$ cat src/design/nrec_pkg.sv
// package: register map, fields, resets, events and timing of the rx config block
package nrec_pkg;
   // register indexes; byte address is four times the index
   localparam logic [7:0] IDX_EMD    = 8'h05;
   localparam logic [7:0] IDX_SST    = 8'h06;
   localparam logic [7:0] IDX_AUX    = 8'h0A;
   localparam logic [7:0] IDX_STATUS = 8'h10;
   localparam logic [7:0] IDX_MASK   = 8'h11;
   localparam logic [7:0] IDX_STATE  = 8'h12;
   // reset values
   localparam logic [7:0] AUX_RST  = 8'h00;
   localparam logic [7:0] EMD_RST  = 8'h00;
   localparam logic [7:0] SST_RST  = 8'h00;
   localparam logic [3:0] IRQ_RST  = 4'h0;
   // writable bits, reserved bits read zero
   localparam logic [7:0] AUX_WMASK = 8'hBF;
   localparam logic [7:0] EMD_WMASK = 8'hCF;
   localparam logic [7:0] SST_WMASK = 8'h1F;
   // auxiliary_receive_definition fields
   localparam int AUX_NOCRC = 7;
   localparam int AUX_IDLEN = 4;
   localparam int AUX_PHASE = 3;
   localparam int AUX_DCORR = 2;
   localparam int AUX_NVAL  = 0;
   // disturbance_suppression_config fields
   localparam int EMD_EN    = 7;
   localparam int EMD_SERR  = 6;
   localparam int EMD_THLD  = 0;
   // target id length codes
   localparam logic [1:0] ID_4B = 2'h0;
   localparam logic [1:0] ID_7B = 2'h1;
   // interrupt status bits
   localparam int IRQ_RXS  = 0;
   localparam int IRQ_SOFT = 1;
   localparam int IRQ_RST_EV = 2;
   localparam int IRQ_CONF = 3;
   localparam int IRQ_W    = 4;
   // receive mode codes
   localparam logic [2:0] MODE_ISOA106 = 3'h0;
   localparam logic [2:0] MODE_ISOAHBR = 3'h1;
   localparam logic [2:0] MODE_ISOB106 = 3'h2;
   localparam logic [2:0] MODE_ISOBHBR = 3'h3;
   localparam logic [2:0] MODE_F212    = 3'h4;
   localparam logic [2:0] MODE_T1T     = 3'h5;
   localparam logic [2:0] MODE_STREAM  = 3'h6;
   // stream codes that allow the correlator: fc/32 and 8 pulses
   localparam logic [1:0] SCF_424 = 2'h1;
   localparam logic [1:0] SCP_8   = 2'h3;
   // timing: one etu at 106 kb/s, start time step is a quarter etu
   localparam int ETU106_NS = 9440;
   localparam int CLK_MHZ   = 250;
   localparam int QTR_CYC   = (ETU106_NS * CLK_MHZ) / (4 * 1000);
   localparam int SST_W     = 5;
   // receive tracking states
   typedef enum logic [2:0] {
      NREC_IDLE   = 3'b001,
      NREC_LISTEN = 3'b010,
      NREC_FRAME  = 3'b100
   } nrec_state_t;
endpackage

$ cat src/design/nrec_rx_config.sv
// rx config registers, crc control, correlator choice and disturbance checks
`timescale 1ns/1ps
module nrec_rx_config #(
   parameter int QCYC = nrec_pkg::QTR_CYC
) (
   // clock, reset, enable
   input  wire logic        clk_i,
   input  wire logic        rst_i,
   input  wire logic        ce_i,
   // wishbone slave
   input  wire logic        wb_cyc_i,
   input  wire logic        wb_stb_i,
   input  wire logic        wb_we_i,
   input  wire logic [9:0]  wb_adr_i,
   input  wire logic [3:0]  wb_sel_i,
   input  wire logic [31:0] wb_dat_i,
   output logic [31:0]      wb_dat_o,
   output logic             wb_ack_o,
   // transmit and mode status
   input  wire logic        tx_reqa_wupa_i,
   input  wire logic        antcl_i,
   input  wire logic [2:0]  rx_mode_i,
   input  wire logic [1:0]  stream_scf_i,
   input  wire logic [1:0]  stream_scp_i,
   // receive events
   input  wire logic        mask_receive_timer_expire_i,
   input  wire logic        subcarrier_det_i,
   input  wire logic        rx_nibble_done_i,
   input  wire logic        rx_nibble_err_i,
   input  wire logic        rx_frame_end_i,
   input  wire logic        rx_frame_err_i,
   input  wire logic [8:0]  rx_byte_count_i,
   // configuration outputs
   output logic             crc_check_en_o,
   output logic [1:0]       target_id_length_o,
   output logic             phase_clock_quarter_shift_o,
   output logic             correlator_en_o,
   output logic [1:0]       field_on_n_o,
   output logic             emd_enable_o,
   // receive results
   output logic             rx_start_o,
   output logic             frame_pass_o,
   output logic             frame_suppress_o,
   output logic             irq_o
);
   import nrec_pkg::*;

   logic [7:0]        aux_reg, emd_reg, sst_reg;
   logic [IRQ_W-1:0]  stat_reg, mask_reg, stat_set;
   nrec_state_t       st_reg, st_next;
   logic              auto_nocrc_reg;
   logic              discard_reg;
   logic              early;
   logic              wr_acc, rd_acc;
   logic [7:0]        idx;
   logic [7:0]        rd_byte;
   logic              isoa106, isob106, corr_ok, conflict;
   logic              short_frame, supp;
   logic              rxs_ev;

   assign idx = wb_adr_i[9:2];

   // bus phases: ack raised one cycle after the request, write taken on ack
   assign rd_acc = wb_cyc_i && wb_stb_i && !wb_ack_o;
   assign wr_acc = wb_cyc_i && wb_stb_i && wb_we_i && wb_ack_o && wb_sel_i[0];

   // acknowledge
   always_ff @(posedge clk_i) begin
      if (rst_i) wb_ack_o <= 1'b0;
      else if (ce_i) wb_ack_o <= rd_acc;
   end

   // read multiplexer; unmapped indexes read zero
   always_comb begin
      case (idx)
         IDX_AUX:    rd_byte = aux_reg;
         IDX_EMD:    rd_byte = emd_reg;
         IDX_SST:    rd_byte = sst_reg;
         IDX_STATUS: rd_byte = {4'h0, stat_reg};
         IDX_MASK:   rd_byte = {4'h0, mask_reg};
         IDX_STATE:  rd_byte = {4'h0, discard_reg, st_reg};
         default:    rd_byte = 8'h00;
      endcase
   end

   // read data register
   always_ff @(posedge clk_i) begin
      if (rst_i) wb_dat_o <= 32'h0000_0000;
      else if (ce_i && rd_acc) wb_dat_o <= {24'h000000, rd_byte};
   end

   // configuration registers, reserved bits kept zero
   always_ff @(posedge clk_i) begin
      if (rst_i) begin
         aux_reg <= AUX_RST;
         emd_reg <= EMD_RST;
         sst_reg <= SST_RST;
      end else if (ce_i && wr_acc) begin
         if (idx == IDX_AUX) aux_reg <= wb_dat_i[7:0] & AUX_WMASK;
         if (idx == IDX_EMD) emd_reg <= wb_dat_i[7:0] & EMD_WMASK;
         if (idx == IDX_SST) sst_reg <= wb_dat_i[7:0] & SST_WMASK;
      end
   end

   // mode decode
   assign isoa106 = (rx_mode_i == MODE_ISOA106);
   assign isob106 = (rx_mode_i == MODE_ISOB106);

   // correlator legality per mode
   always_comb begin
      case (rx_mode_i)
         MODE_ISOA106, MODE_ISOAHBR, MODE_T1T: corr_ok = 1'b1;
         MODE_ISOB106, MODE_ISOBHBR, MODE_F212: corr_ok = 1'b1;
         MODE_STREAM: corr_ok = (stream_scf_i == SCF_424) &&
                                (stream_scp_i == SCP_8);
         default: corr_ok = 1'b0;
      endcase
   end

   // combos marked not available: pulse for iso-a or type 1, correlator for other streams
   assign conflict = aux_reg[AUX_DCORR] ?
                     (rx_mode_i == MODE_ISOA106 || rx_mode_i == MODE_ISOAHBR ||
                      rx_mode_i == MODE_T1T) :
                     !corr_ok;

   // automatic no-crc from reqa/wupa until the answer frame ends
   always_ff @(posedge clk_i) begin
      if (rst_i) auto_nocrc_reg <= 1'b0;
      else if (ce_i) begin
         if (tx_reqa_wupa_i) auto_nocrc_reg <= 1'b1;
         else if (rx_frame_end_i) auto_nocrc_reg <= 1'b0;
      end
   end

   // registered configuration outputs
   always_ff @(posedge clk_i) begin
      if (rst_i) begin
         crc_check_en_o              <= 1'b1;
         target_id_length_o          <= ID_4B;
         phase_clock_quarter_shift_o <= 1'b0;
         correlator_en_o             <= 1'b1;
         field_on_n_o                <= 2'h0;
         emd_enable_o                <= 1'b0;
      end else if (ce_i) begin
         crc_check_en_o <= !aux_reg[AUX_NOCRC] && !auto_nocrc_reg &&
                           !tx_reqa_wupa_i && !antcl_i;
         target_id_length_o          <= aux_reg[AUX_IDLEN +: 2];
         phase_clock_quarter_shift_o <= aux_reg[AUX_PHASE];
         correlator_en_o <= !aux_reg[AUX_DCORR] && corr_ok;
         field_on_n_o    <= aux_reg[AUX_NVAL +: 2];
         emd_enable_o    <= emd_reg[EMD_EN];
      end
   end

   // subcarrier start timer
   nrec_sst_timer #(
      .QCYC (QCYC),
      .W    (SST_W)
   ) u_sst (
      .clk_i   (clk_i),
      .rst_i   (rst_i),
      .ce_i    (ce_i),
      .start_i (mask_receive_timer_expire_i),
      .stop_i  (rx_frame_end_i),
      .subc_i  (subcarrier_det_i),
      .sst_i   (sst_reg[SST_W-1:0]),
      .early_o (early)
   );

   // receive tracking state
   always_comb begin
      st_next = st_reg;
      case (st_reg)
         NREC_IDLE:   if (mask_receive_timer_expire_i) st_next = NREC_LISTEN;
         NREC_LISTEN: if (rx_nibble_done_i) st_next = NREC_FRAME;
         NREC_FRAME:  if (rx_frame_end_i) st_next = NREC_IDLE;
         default:     st_next = NREC_IDLE;
      endcase
   end

   // state register
   always_ff @(posedge clk_i) begin
      if (rst_i) st_reg <= NREC_IDLE;
      else if (ce_i) st_reg <= st_next;
   end

   // frame marked for discard by an early subcarrier
   always_ff @(posedge clk_i) begin
      if (rst_i) discard_reg <= 1'b0;
      else if (ce_i) begin
         if (early && isob106 && emd_reg[EMD_EN]) discard_reg <= 1'b1;
         else if (rx_frame_end_i || mask_receive_timer_expire_i) discard_reg <= 1'b0;
      end
   end

   // rx start rule applies only to iso-a 106k
   assign rxs_ev = rx_nibble_done_i &&
                   (!isoa106 || !rx_nibble_err_i || emd_reg[EMD_SERR]);

   // erroneous short frame is disturbance
   assign short_frame = rx_byte_count_i < {5'h00, emd_reg[EMD_THLD +: 4]};
   assign supp = emd_reg[EMD_EN] &&
                 (discard_reg || (rx_frame_err_i && short_frame));

   // frame outcome pulses
   always_ff @(posedge clk_i) begin
      if (rst_i) begin
         rx_start_o       <= 1'b0;
         frame_pass_o     <= 1'b0;
         frame_suppress_o <= 1'b0;
      end else if (ce_i) begin
         rx_start_o       <= rxs_ev;
         frame_pass_o     <= rx_frame_end_i && !supp;
         frame_suppress_o <= rx_frame_end_i && supp;
      end
   end

   // interrupt events
   always_comb begin
      stat_set             = '0;
      stat_set[IRQ_RXS]    = rxs_ev;
      stat_set[IRQ_SOFT]   = early && isob106 && !emd_reg[EMD_EN];
      stat_set[IRQ_RST_EV] = (early && isob106 && emd_reg[EMD_EN]) ||
                             (rx_frame_end_i && supp);
      stat_set[IRQ_CONF]   = mask_receive_timer_expire_i && conflict;
   end

   // sticky status, write one to clear, a new event wins
   always_ff @(posedge clk_i) begin
      if (rst_i) stat_reg <= IRQ_RST;
      else if (ce_i) begin
         if (wr_acc && idx == IDX_STATUS)
            stat_reg <= (stat_reg & ~wb_dat_i[IRQ_W-1:0]) | stat_set;
         else
            stat_reg <= stat_reg | stat_set;
      end
   end

   // interrupt mask
   always_ff @(posedge clk_i) begin
      if (rst_i) mask_reg <= IRQ_RST;
      else if (ce_i && wr_acc && idx == IDX_MASK) mask_reg <= wb_dat_i[IRQ_W-1:0];
   end

   // level interrupt
   always_ff @(posedge clk_i) begin
      if (rst_i) irq_o <= 1'b0;
      else if (ce_i) irq_o <= |(stat_reg & mask_reg);
   end

   // checks
   crc_bypass_a: assert property (@(posedge clk_i) disable iff (rst_i)
      (ce_i && aux_reg[AUX_NOCRC]) |=> !crc_check_en_o)
      else $error("crc check on while bypass set");

   crc_auto_a: assert property (@(posedge clk_i) disable iff (rst_i)
      (ce_i && tx_reqa_wupa_i) |=> !crc_check_en_o)
      else $error("crc check on after reqa or wupa");

   id_length_a: assert property (@(posedge clk_i) disable iff (rst_i)
      ce_i |=> target_id_length_o == $past(aux_reg[5:4]))
      else $error("target id length not following register");

   corr_stream_a: assert property (@(posedge clk_i) disable iff (rst_i)
      (ce_i && rx_mode_i == MODE_STREAM && stream_scf_i != SCF_424) |=> !correlator_en_o)
      else $error("correlator on in a pulse only stream mode");

   rx_start_a: assert property (@(posedge clk_i) disable iff (rst_i)
      (ce_i && rx_nibble_done_i && isoa106 && rx_nibble_err_i && !emd_reg[EMD_SERR])
      |=> !rx_start_o)
      else $error("rx start raised on a bad first nibble");

   emd_off_a: assert property (@(posedge clk_i) disable iff (rst_i)
      (ce_i && rx_frame_end_i && !emd_reg[EMD_EN]) |=> frame_pass_o && !frame_suppress_o)
      else $error("frame suppressed with suppression off");

   short_frame_a: assert property (@(posedge clk_i) disable iff (rst_i)
      (ce_i && rx_frame_end_i && emd_reg[EMD_EN] && rx_frame_err_i &&
       rx_byte_count_i < 9'(emd_reg[3:0])) |=> frame_suppress_o)
      else $error("short erroneous frame not suppressed");

   soft_err_a: assert property (@(posedge clk_i) disable iff (rst_i)
      (ce_i && early && isob106 && !emd_reg[EMD_EN]) |=> stat_reg[IRQ_SOFT])
      else $error("early subcarrier gave no soft error");

   restart_a: assert property (@(posedge clk_i) disable iff (rst_i)
      (ce_i && early && isob106 && emd_reg[EMD_EN]) |=>
      stat_reg[IRQ_RST_EV] && !$rose(stat_reg[IRQ_SOFT]) ##0 discard_reg)
      else $error("early subcarrier with suppression gave no restart");

   reset_zero_a: assert property (@(posedge clk_i)
      rst_i |=> aux_reg == 8'h00 && emd_reg == 8'h00 && sst_reg == 8'h00)
      else $error("config register not zero after reset");

   sst_bits_a: assert property (@(posedge clk_i) disable iff (rst_i)
      sst_reg[7:5] == 3'h0)
      else $error("reserved start timer bits set");

   phase_shift_a: assert property (@(posedge clk_i) disable iff (rst_i)
      ce_i |=> phase_clock_quarter_shift_o == $past(aux_reg[AUX_PHASE]))
      else $error("phase clock shift not following register");

   field_count_a: assert property (@(posedge clk_i) disable iff (rst_i)
      ce_i |=> field_on_n_o == $past(aux_reg[1:0]))
      else $error("field-on count not following register");

   emd_enable_a: assert property (@(posedge clk_i) disable iff (rst_i)
      ce_i |=> emd_enable_o == $past(emd_reg[EMD_EN]))
      else $error("suppression enable not following register");

   pulse_select_a: assert property (@(posedge clk_i) disable iff (rst_i)
      (ce_i && aux_reg[AUX_DCORR]) |=> !correlator_en_o)
      else $error("correlator on while pulse reception selected");

   rx_start_ok_a: assert property (@(posedge clk_i) disable iff (rst_i)
      (ce_i && rx_nibble_done_i && !rx_nibble_err_i) |=> rx_start_o)
      else $error("rx start missing on a clean first nibble");

   early_start_a: assert property (@(posedge clk_i) disable iff (rst_i)
      (ce_i && rx_nibble_done_i && emd_reg[EMD_SERR]) |=> rx_start_o)
      else $error("rx start missing with early error start set");

   soft_isob_a: assert property (@(posedge clk_i) disable iff (rst_i)
      (ce_i && !isob106) |=> !$rose(stat_reg[IRQ_SOFT]))
      else $error("soft error raised outside iso-b 106");

   discard_drop_a: assert property (@(posedge clk_i) disable iff (rst_i)
      (ce_i && rx_frame_end_i && discard_reg && emd_reg[EMD_EN]) |=> frame_suppress_o)
      else $error("discarded frame passed on");
endmodule

$ cat src/design/nrec_sst_timer.sv
// subcarrier start timer: flags a subcarrier seen too soon after mask expiry
`timescale 1ns/1ps
module nrec_sst_timer #(
   parameter int QCYC = 590,
   parameter int W    = 5
) (
   // clock and reset
   input  wire logic         clk_i,
   input  wire logic         rst_i,
   input  wire logic         ce_i,
   // control
   input  wire logic         start_i,
   input  wire logic         stop_i,
   input  wire logic         subc_i,
   input  wire logic [W-1:0] sst_i,
   // result
   output logic              early_o
);
   logic [15:0]  pre_reg;
   logic [W-1:0] qtr_reg;
   logic         run_reg;

   // quarter etu prescaler and saturating quarter count
   always_ff @(posedge clk_i) begin
      if (rst_i) begin
         pre_reg <= 16'h0000;
         qtr_reg <= '0;
         run_reg <= 1'b0;
      end else if (ce_i) begin
         if (start_i) begin
            pre_reg <= 16'h0000;
            qtr_reg <= '0;
            run_reg <= 1'b1;
         end else if (stop_i || subc_i) begin
            run_reg <= 1'b0;
         end else if (run_reg) begin
            if (pre_reg == 16'(QCYC - 1)) begin
               pre_reg <= 16'h0000;
               if (qtr_reg != '1) qtr_reg <= qtr_reg + 1'b1;
            end else begin
               pre_reg <= pre_reg + 16'h0001;
            end
         end
      end
   end

   // elapsed time below the programmed start time is early
   always_ff @(posedge clk_i) begin
      if (rst_i) early_o <= 1'b0;
      else if (ce_i) early_o <= run_reg && subc_i && !start_i && (qtr_reg < sst_i);
   end
endmodule

$ cat config.mk
export PLATFORM = sky130hd
export DESIGN_NAME = nrec_rx_config
export DESIGN_NICKNAME = d
export VERILOG_FILES = /design/src/design/nrec_pkg.sv /design/src/design/nrec_rx_config.sv /design/src/design/nrec_sst_timer.sv
export SDC_FILE = /design/constraint.sdc
export NUM_CORES = 1
export LEC_CHECK = 0
export ABC_AREA = 1
export BUFFER_PORTS_ARGS = -buffer_cell sky130_fd_sc_hd__buf_2
export CORE_ASPECT_RATIO = 0.9
export CORE_MARGIN = 2
export CORE_UTILIZATION = 52
export CTS_BUF_LIST = sky130_fd_sc_hd__clkbuf_16
export CTS_CLUSTER_DIAMETER = 80
export DETAILED_ROUTE_END_ITERATION = 10
export PLACE_DENSITY_LB_ADDON = 0.08
export REMOVE_ABC_BUFFERS = 1
export SYNTH_ARGS = -nofsm -noshare
export SYNTH_HDL_FRONTEND = slang
export SYNTH_SLANG_ARGS = --single-unit
$ cat constraint.sdc
create_clock -name clk_i -period 1.5 [get_ports clk_i]
set_input_delay 0.3 -clock clk_i [delete_from_list [all_inputs] [get_ports clk_i]]
set_output_delay 0.3 -clock clk_i [all_outputs]
set_load 0.1 [all_outputs]
# Word level (Yosys, flattened, before mapping)
# Index checks and enable logic that the tools add are counted.
[word_totals] input_bits=76 reg_bits=75 out_inout_bits=45 word_cells=143
[classes] muxes=23 n_eq_ne=23 n_lt_le_gt_ge=2 reduce_logical=64 add_sub_neg=2 bitwise_logic=5
[op_table] operator="$mux 16" count=4
[op_table] operator="$pmux 8 s6" count=1
[op_table] operator="$logic_and 1x1->1" count=26
[op_table] operator="$mux 5" count=5
[op_table] operator="$eq 8x5->1 const B" count=3
[op_table] operator="$add 16x1->16 const B" count=1
[op_table] operator="$eq 16x10->1 const B" count=1
[op_table] operator="$eq 8x3->1 const B" count=2
[op_table] operator="$eq 3x3->1 const B" count=4
[op_table] operator="$logic_not 1->1" count=12
[op_table] operator="$reduce_and 2->1" count=6
[op_table] operator="$reduce_bool 2->1" count=6
[op_table] operator="$eq 3x2->1 const B" count=3
[op_table] operator="$lt 9x4->1" count=1
[op_table] operator="$mux 3" count=3
[op_table] operator="$pmux 3 s3" count=1
[op_table] operator="$and 4x4->4" count=2
[op_table] operator="$eq 8x4->1 const B" count=1
[op_table] operator="$logic_or 1x1->1" count=8
[op_table] operator="$ne 2x2->1 const B" count=4
[op_table] operator="$or 4x4->4" count=2
[op_table] operator="$mux 1" count=7
[op_table] operator="$eq 3x1->1 const B" count=2
[op_table] operator="$reduce_or 6->1" count=1
[op_table] operator="13 further kinds" count=13

# Depth between registers and ports, before layout
[depth] ltp_word=8 mapped_depth=12 mapped_depth_nobuf=12

# Modules after synthesis
# Synthesis repeated with hierarchy kept, for this count alone.
[hier_totals] hier_cells=612 area_unflattened_um2=4244.1
[modules_own_cells] module="nrec_rx_config" n_inst=1 area_per_inst_um2=2781.4 seq_area_each_um2=1041.0 cells_per_inst=398
[modules_own_cells] module="nrec_sst_timer" n_inst=1 area_per_inst_um2=1462.7 seq_area_each_um2=460.4 cells_per_inst=214

# Worst setup path after synthesis
# No wires, ideal clock.
[synth_timing] kind="reg2reg" from="register wb_ack_o" to="register aux_reg[0]" synth_period_minus_slack_ns=2.152 arrival_ns=2.036 slack_ns=-0.652 n_path_buf=1 stages_incl_launch_ff=8 cell_sequence="dfxtp_1 > nand3_1 > nor2_8 > and3_1 > buf_4 > inv_2 > nor2_1 > nor2_1"
[synth_via] elab_chain_len=4
[synth_rtl] element="from (decl)" line="nrec_rx_config.sv:18" text="output logic wb_ack_o,"
[synth_rtl] element="from (signal assigned)" line="nrec_rx_config.sv:70" text="else if (ce_i) wb_ack_o <= rd_acc;"
[synth_rtl] element="$logic_and 1x1->1 (2 in series)" line="nrec_rx_config.sv:65" text="assign wr_acc = wb_cyc_i && wb_stb_i && wb_we_i && wb_ack_o && wb_sel_i[0];"
[synth_rtl] element="$logic_and 1x1->1" line="nrec_rx_config.sv:98" text="end else if (ce_i && wr_acc) begin"
[synth_rtl] element="$reduce_and 2->1 (no line)"
[synth_rtl] element="to (signal assigned)" line="nrec_rx_config.sv:99" text="if (idx == IDX_AUX) aux_reg <= wb_dat_i[7:0] & AUX_WMASK;"
[synth_rtl] element="to (decl)" line="nrec_rx_config.sv:48" text="logic [7:0] aux_reg, emd_reg, sst_reg;"
# Every way passes these cells.
# A chain may end at the register's enable or synchronous reset.

# Final worst setup path
[layout_timing] from="register wb_ack_o" to="output port wb_ack_o"
# No word-level cell between the ends.

==> impl_metrics.py <==
metrics = {
    "finish": {
        "layout.nets": 776,
        "largest_reg_flops": 16,
        "final_layout_size_suffix_gt1_frac": 0.231,
        "area_growth_pct": 24.0,
        "instances_no_fill": 789,
        "antenna_cells": 0,
        "final_util": 0.667,
    },
    "min_path": {
        "hold_path_class": "primary input to register",
        "hold_end": "crc_check_en_o",
        "min_path_cells": 4,
        "holdCritStartpoint": "antcl_i",
    },
    "clock_network": {
        "clkSinkCount": 75,
        "clock-root-buffer": "clkbuf_16",
        "numCtsBuffers": 9,
        "h-tree-depth": 3,
        "clkLatencyLatePin_ns": 0.33,
        "max-clock-path-buffers": 2,
        "post-cts-setup-buffer-count": 0,
        "clk_pin_slew_worst_paths_ns": 0.06,
        "tritoncts": "built",
    },
    "routing": {
        "drt_iter0_drc": 200,
        "via_per_inst": 5.29,
        "wl_per_cell_um": 13.9,
        "via_count": 4172,
        "postRouteAntennaNets": 0,
        "drt_pass1_iterations": 5,
        "route.detailed.drc": 0,
        "wl_um": 10900,
    },
    "synth": {
        "synth-main-ff-cell": "dfxtp_1",
        "netlist_area_mm2": 0.00406,
        "synth-edff-count": 0,
        "yosysMostFrequentCell": "nand2_1",
        "synth.avg_cell_area_um2": 6.87,
        "synth_commonest_cells": "nand2_1, nor2_1, dfxtp_1, inv_1, a21oi_1",
        "synth_cell_type_count": 36,
        "synth_xor_area_frac": 0.0108,
        "synth_compound_area_frac": 0.128,
        "synth_simple_gate_area_frac": 0.336,
        "synthCells": 591,
        "synth_adder_area_share": 0.0339,
        "synth_top_cell_by_area": "dfxtp_1",
        "yosysSeqAreaShare": 0.370,
        "synthArstFlopShare": 0,
        "yosys.area.top_type_share": 0.370,
        "ys_top_cells_by_area": "dfxtp_1, nand2_1, nor2_1",
        "muxShareOfSynthArea": 0,
        "synth_top_family_by_area": "simple AND/OR/NAND/NOR gates",
        "synth_warnings": 0,
        "synth-seq-cells": 75,
    },
    "worst_setup_path": {
        "reg2reg_depth": 9,
        "endpoint_kind": "output pin",
        "worst_path_max_delay_cell": "buf_2",
        "cp.arrival_ns": 1.14,
        "worst-path-buf-inv": 1,
        "timing.rr.start": "u_sst.pre_reg[1]",
        "cp_slowest_stage_delay_ns": 0.44,
        "ff2ff_setup_slack_ns": 0.11,
        "start_kind": "register",
        "crit_required_ns": 1.20,
        "cp_max_fo": 4,
        "crit_family": "buffers and inverters",
        "cp_cell_sequence": "buf_2",
        "r2r-end": "u_sst.pre_reg[10]",
        "critical_path_class": "register to output pin",
    },
    "placed_design": {
        "gp_congestion": 0.886,
        "dp_slack_ns": -0.00594,
        "hpwl_um": 8090,
        "io_buffers": 67,
        "place_inst": 773,
    },
    "floorplan": {
        "initial_core_util": 0.538,
        "die-area_mm2": 0.00853,
        "core.rowCount": 30,
        "die_h_um": 87.8,
        "coreArea_mm2": 0.00754,
        "fp.dieW_um": 97.1,
        "io_pins": 121,
    },
    "outcome": {
        "status": "complete, no violations",
    },
    "pwr": {
        "ir_worst_vdd_uv": 692,
        "p_leak_nw": 2.29,
        "power.density_mw_per_mm2": 1030,
    },
    "timing": {
        "whs_ns": 0.222,
        "fin_crit_ns": 1.44,
        "fin_skew_ns": 0.00837,
        "setup_viol": 0,
        "post-route-period-util": 0.961,
        "tns_ns": 0,
        "clock.fmax_ghz": 0.693,
        "hold_viol_final": 0,
        "worst_slack_ns": 0.0579,
        "slew_violations": 0,
    },
    "global_route": {
        "grt_start_max_net_pins": 35,
        "antenna_found_initial": 0,
        "grt_pass1_vias": 3753,
        "grt.total_usage": 0.258,
        "grt_pass1_wl_um": 17700,
        "grt_overflow": 0,
    },
    "flow_run": {
        "maxCapViolCount": 0,
    },
}
[worst max-delay path by stage]
stage                startpoint               end  depth (start not counted)
3_3_place_gp               ce_i  u_sst.pre_reg[8]                          8
3_5_place_dp               ce_i  u_sst.pre_reg[8]                          8
2_1_floorplan          wb_ack_o        aux_reg[0]                          6
4_1_cts        u_sst.pre_reg[1]  u_sst.pre_reg[9]                          9
6_report               wb_ack_o          wb_ack_o                          1
5_1_grt        u_sst.qtr_reg[0]  u_sst.qtr_reg[1]                          9
[tightest hold or removal path: stages]
cell and delay [ns]:
buf_2 0.08, nor4_1 0.03, nand2_1 0.05, nand2_1 0.05
[where the power goes]
group          leakage (nW)  switching [W]  internal (W)  total (W)
Combinational          1.53       0.000704      0.000178   0.000882
Clock                 0.149       0.000816       0.00143    0.00225
Sequential            0.611      0.0000348       0.00204    0.00207
Total                  2.29        0.00156       0.00365    0.00521
[placed cells by master, fill, tap and decap left out, drive strengths merged, types with 3 or more instances in the layout]
master,Yosys,routed
nand2,126,127
buf,30,100
nor2,90,90
dfxtp,75,75
inv,65,65
a21oi,52,52
nand3,47,47
o21ai,38,38
conb,1,24
nand4,22,22
ha,11,11
clkbuf,7,9
nor3,8,8
o211ai,4,4
clkinv,1,4
xnor2,3,3
[cell families (layout without fill, tap and decap cells)]
| group | Yosys count | after routing |
|---|---|---|
| buffers and inverters | 103 | 181 |
| and+or+nand+nor | 297 | 298 |
| DFF | 75 | 75 |
| adders and majority gates | 11 | 11 |
| AOI/OAI and AO/OA | 99 | 99 |
| other | 1 | 24 |
| xor gates and xnor gates | 5 | 5 |
[repair_timing]
item / CTS / global route
cloned: 0 / 1
pin swaps: 0 / 6
resized for setup: 1 / 22
endpoints found under the setup margin: 1 / 19
endpoints found under the hold margin: 0 / 0
hold buffers: 0 / 0
[area by class of cell]
cell class / instances / area (µm²)
Fill cell: 671 / 2510
Timing Repair Buffer: 100 / 621
Tap cell: 96 / 120
Clock buffer: 9 / 225
Clock inverter: 6 / 81.3
Multi-Input combinational cell: 437 / 2230
Sequential cell: 75 / 1510
Inverter: 66 / 248
[per-layer routing]
layer | routed length (µm) | part of all wire | vias to the layer above | track usage
li1 | - | - | 2083 | -
met1 | 5160 | 0.47 | 1932 | 0.347
met2 | 4970 | 0.45 | 148 | 0.432
met3 | 741 | 0.068 | 9 | 0.0567
met4 | 80 | 0.0073 | 0 | 0.0602
met5 | 0 | 0 | - | 0
[through the flow]
stage          total power, W  area (µm²)
2_1_floorplan         0.00274        3900
3_3_place_gp          0.00296        4640
3_5_place_dp          0.00298        4640
4_1_cts               0.00523        4960
5_1_grt               0.00539        5030
6_report              0.00521        5030
Power figures use the tool's default switching activity.
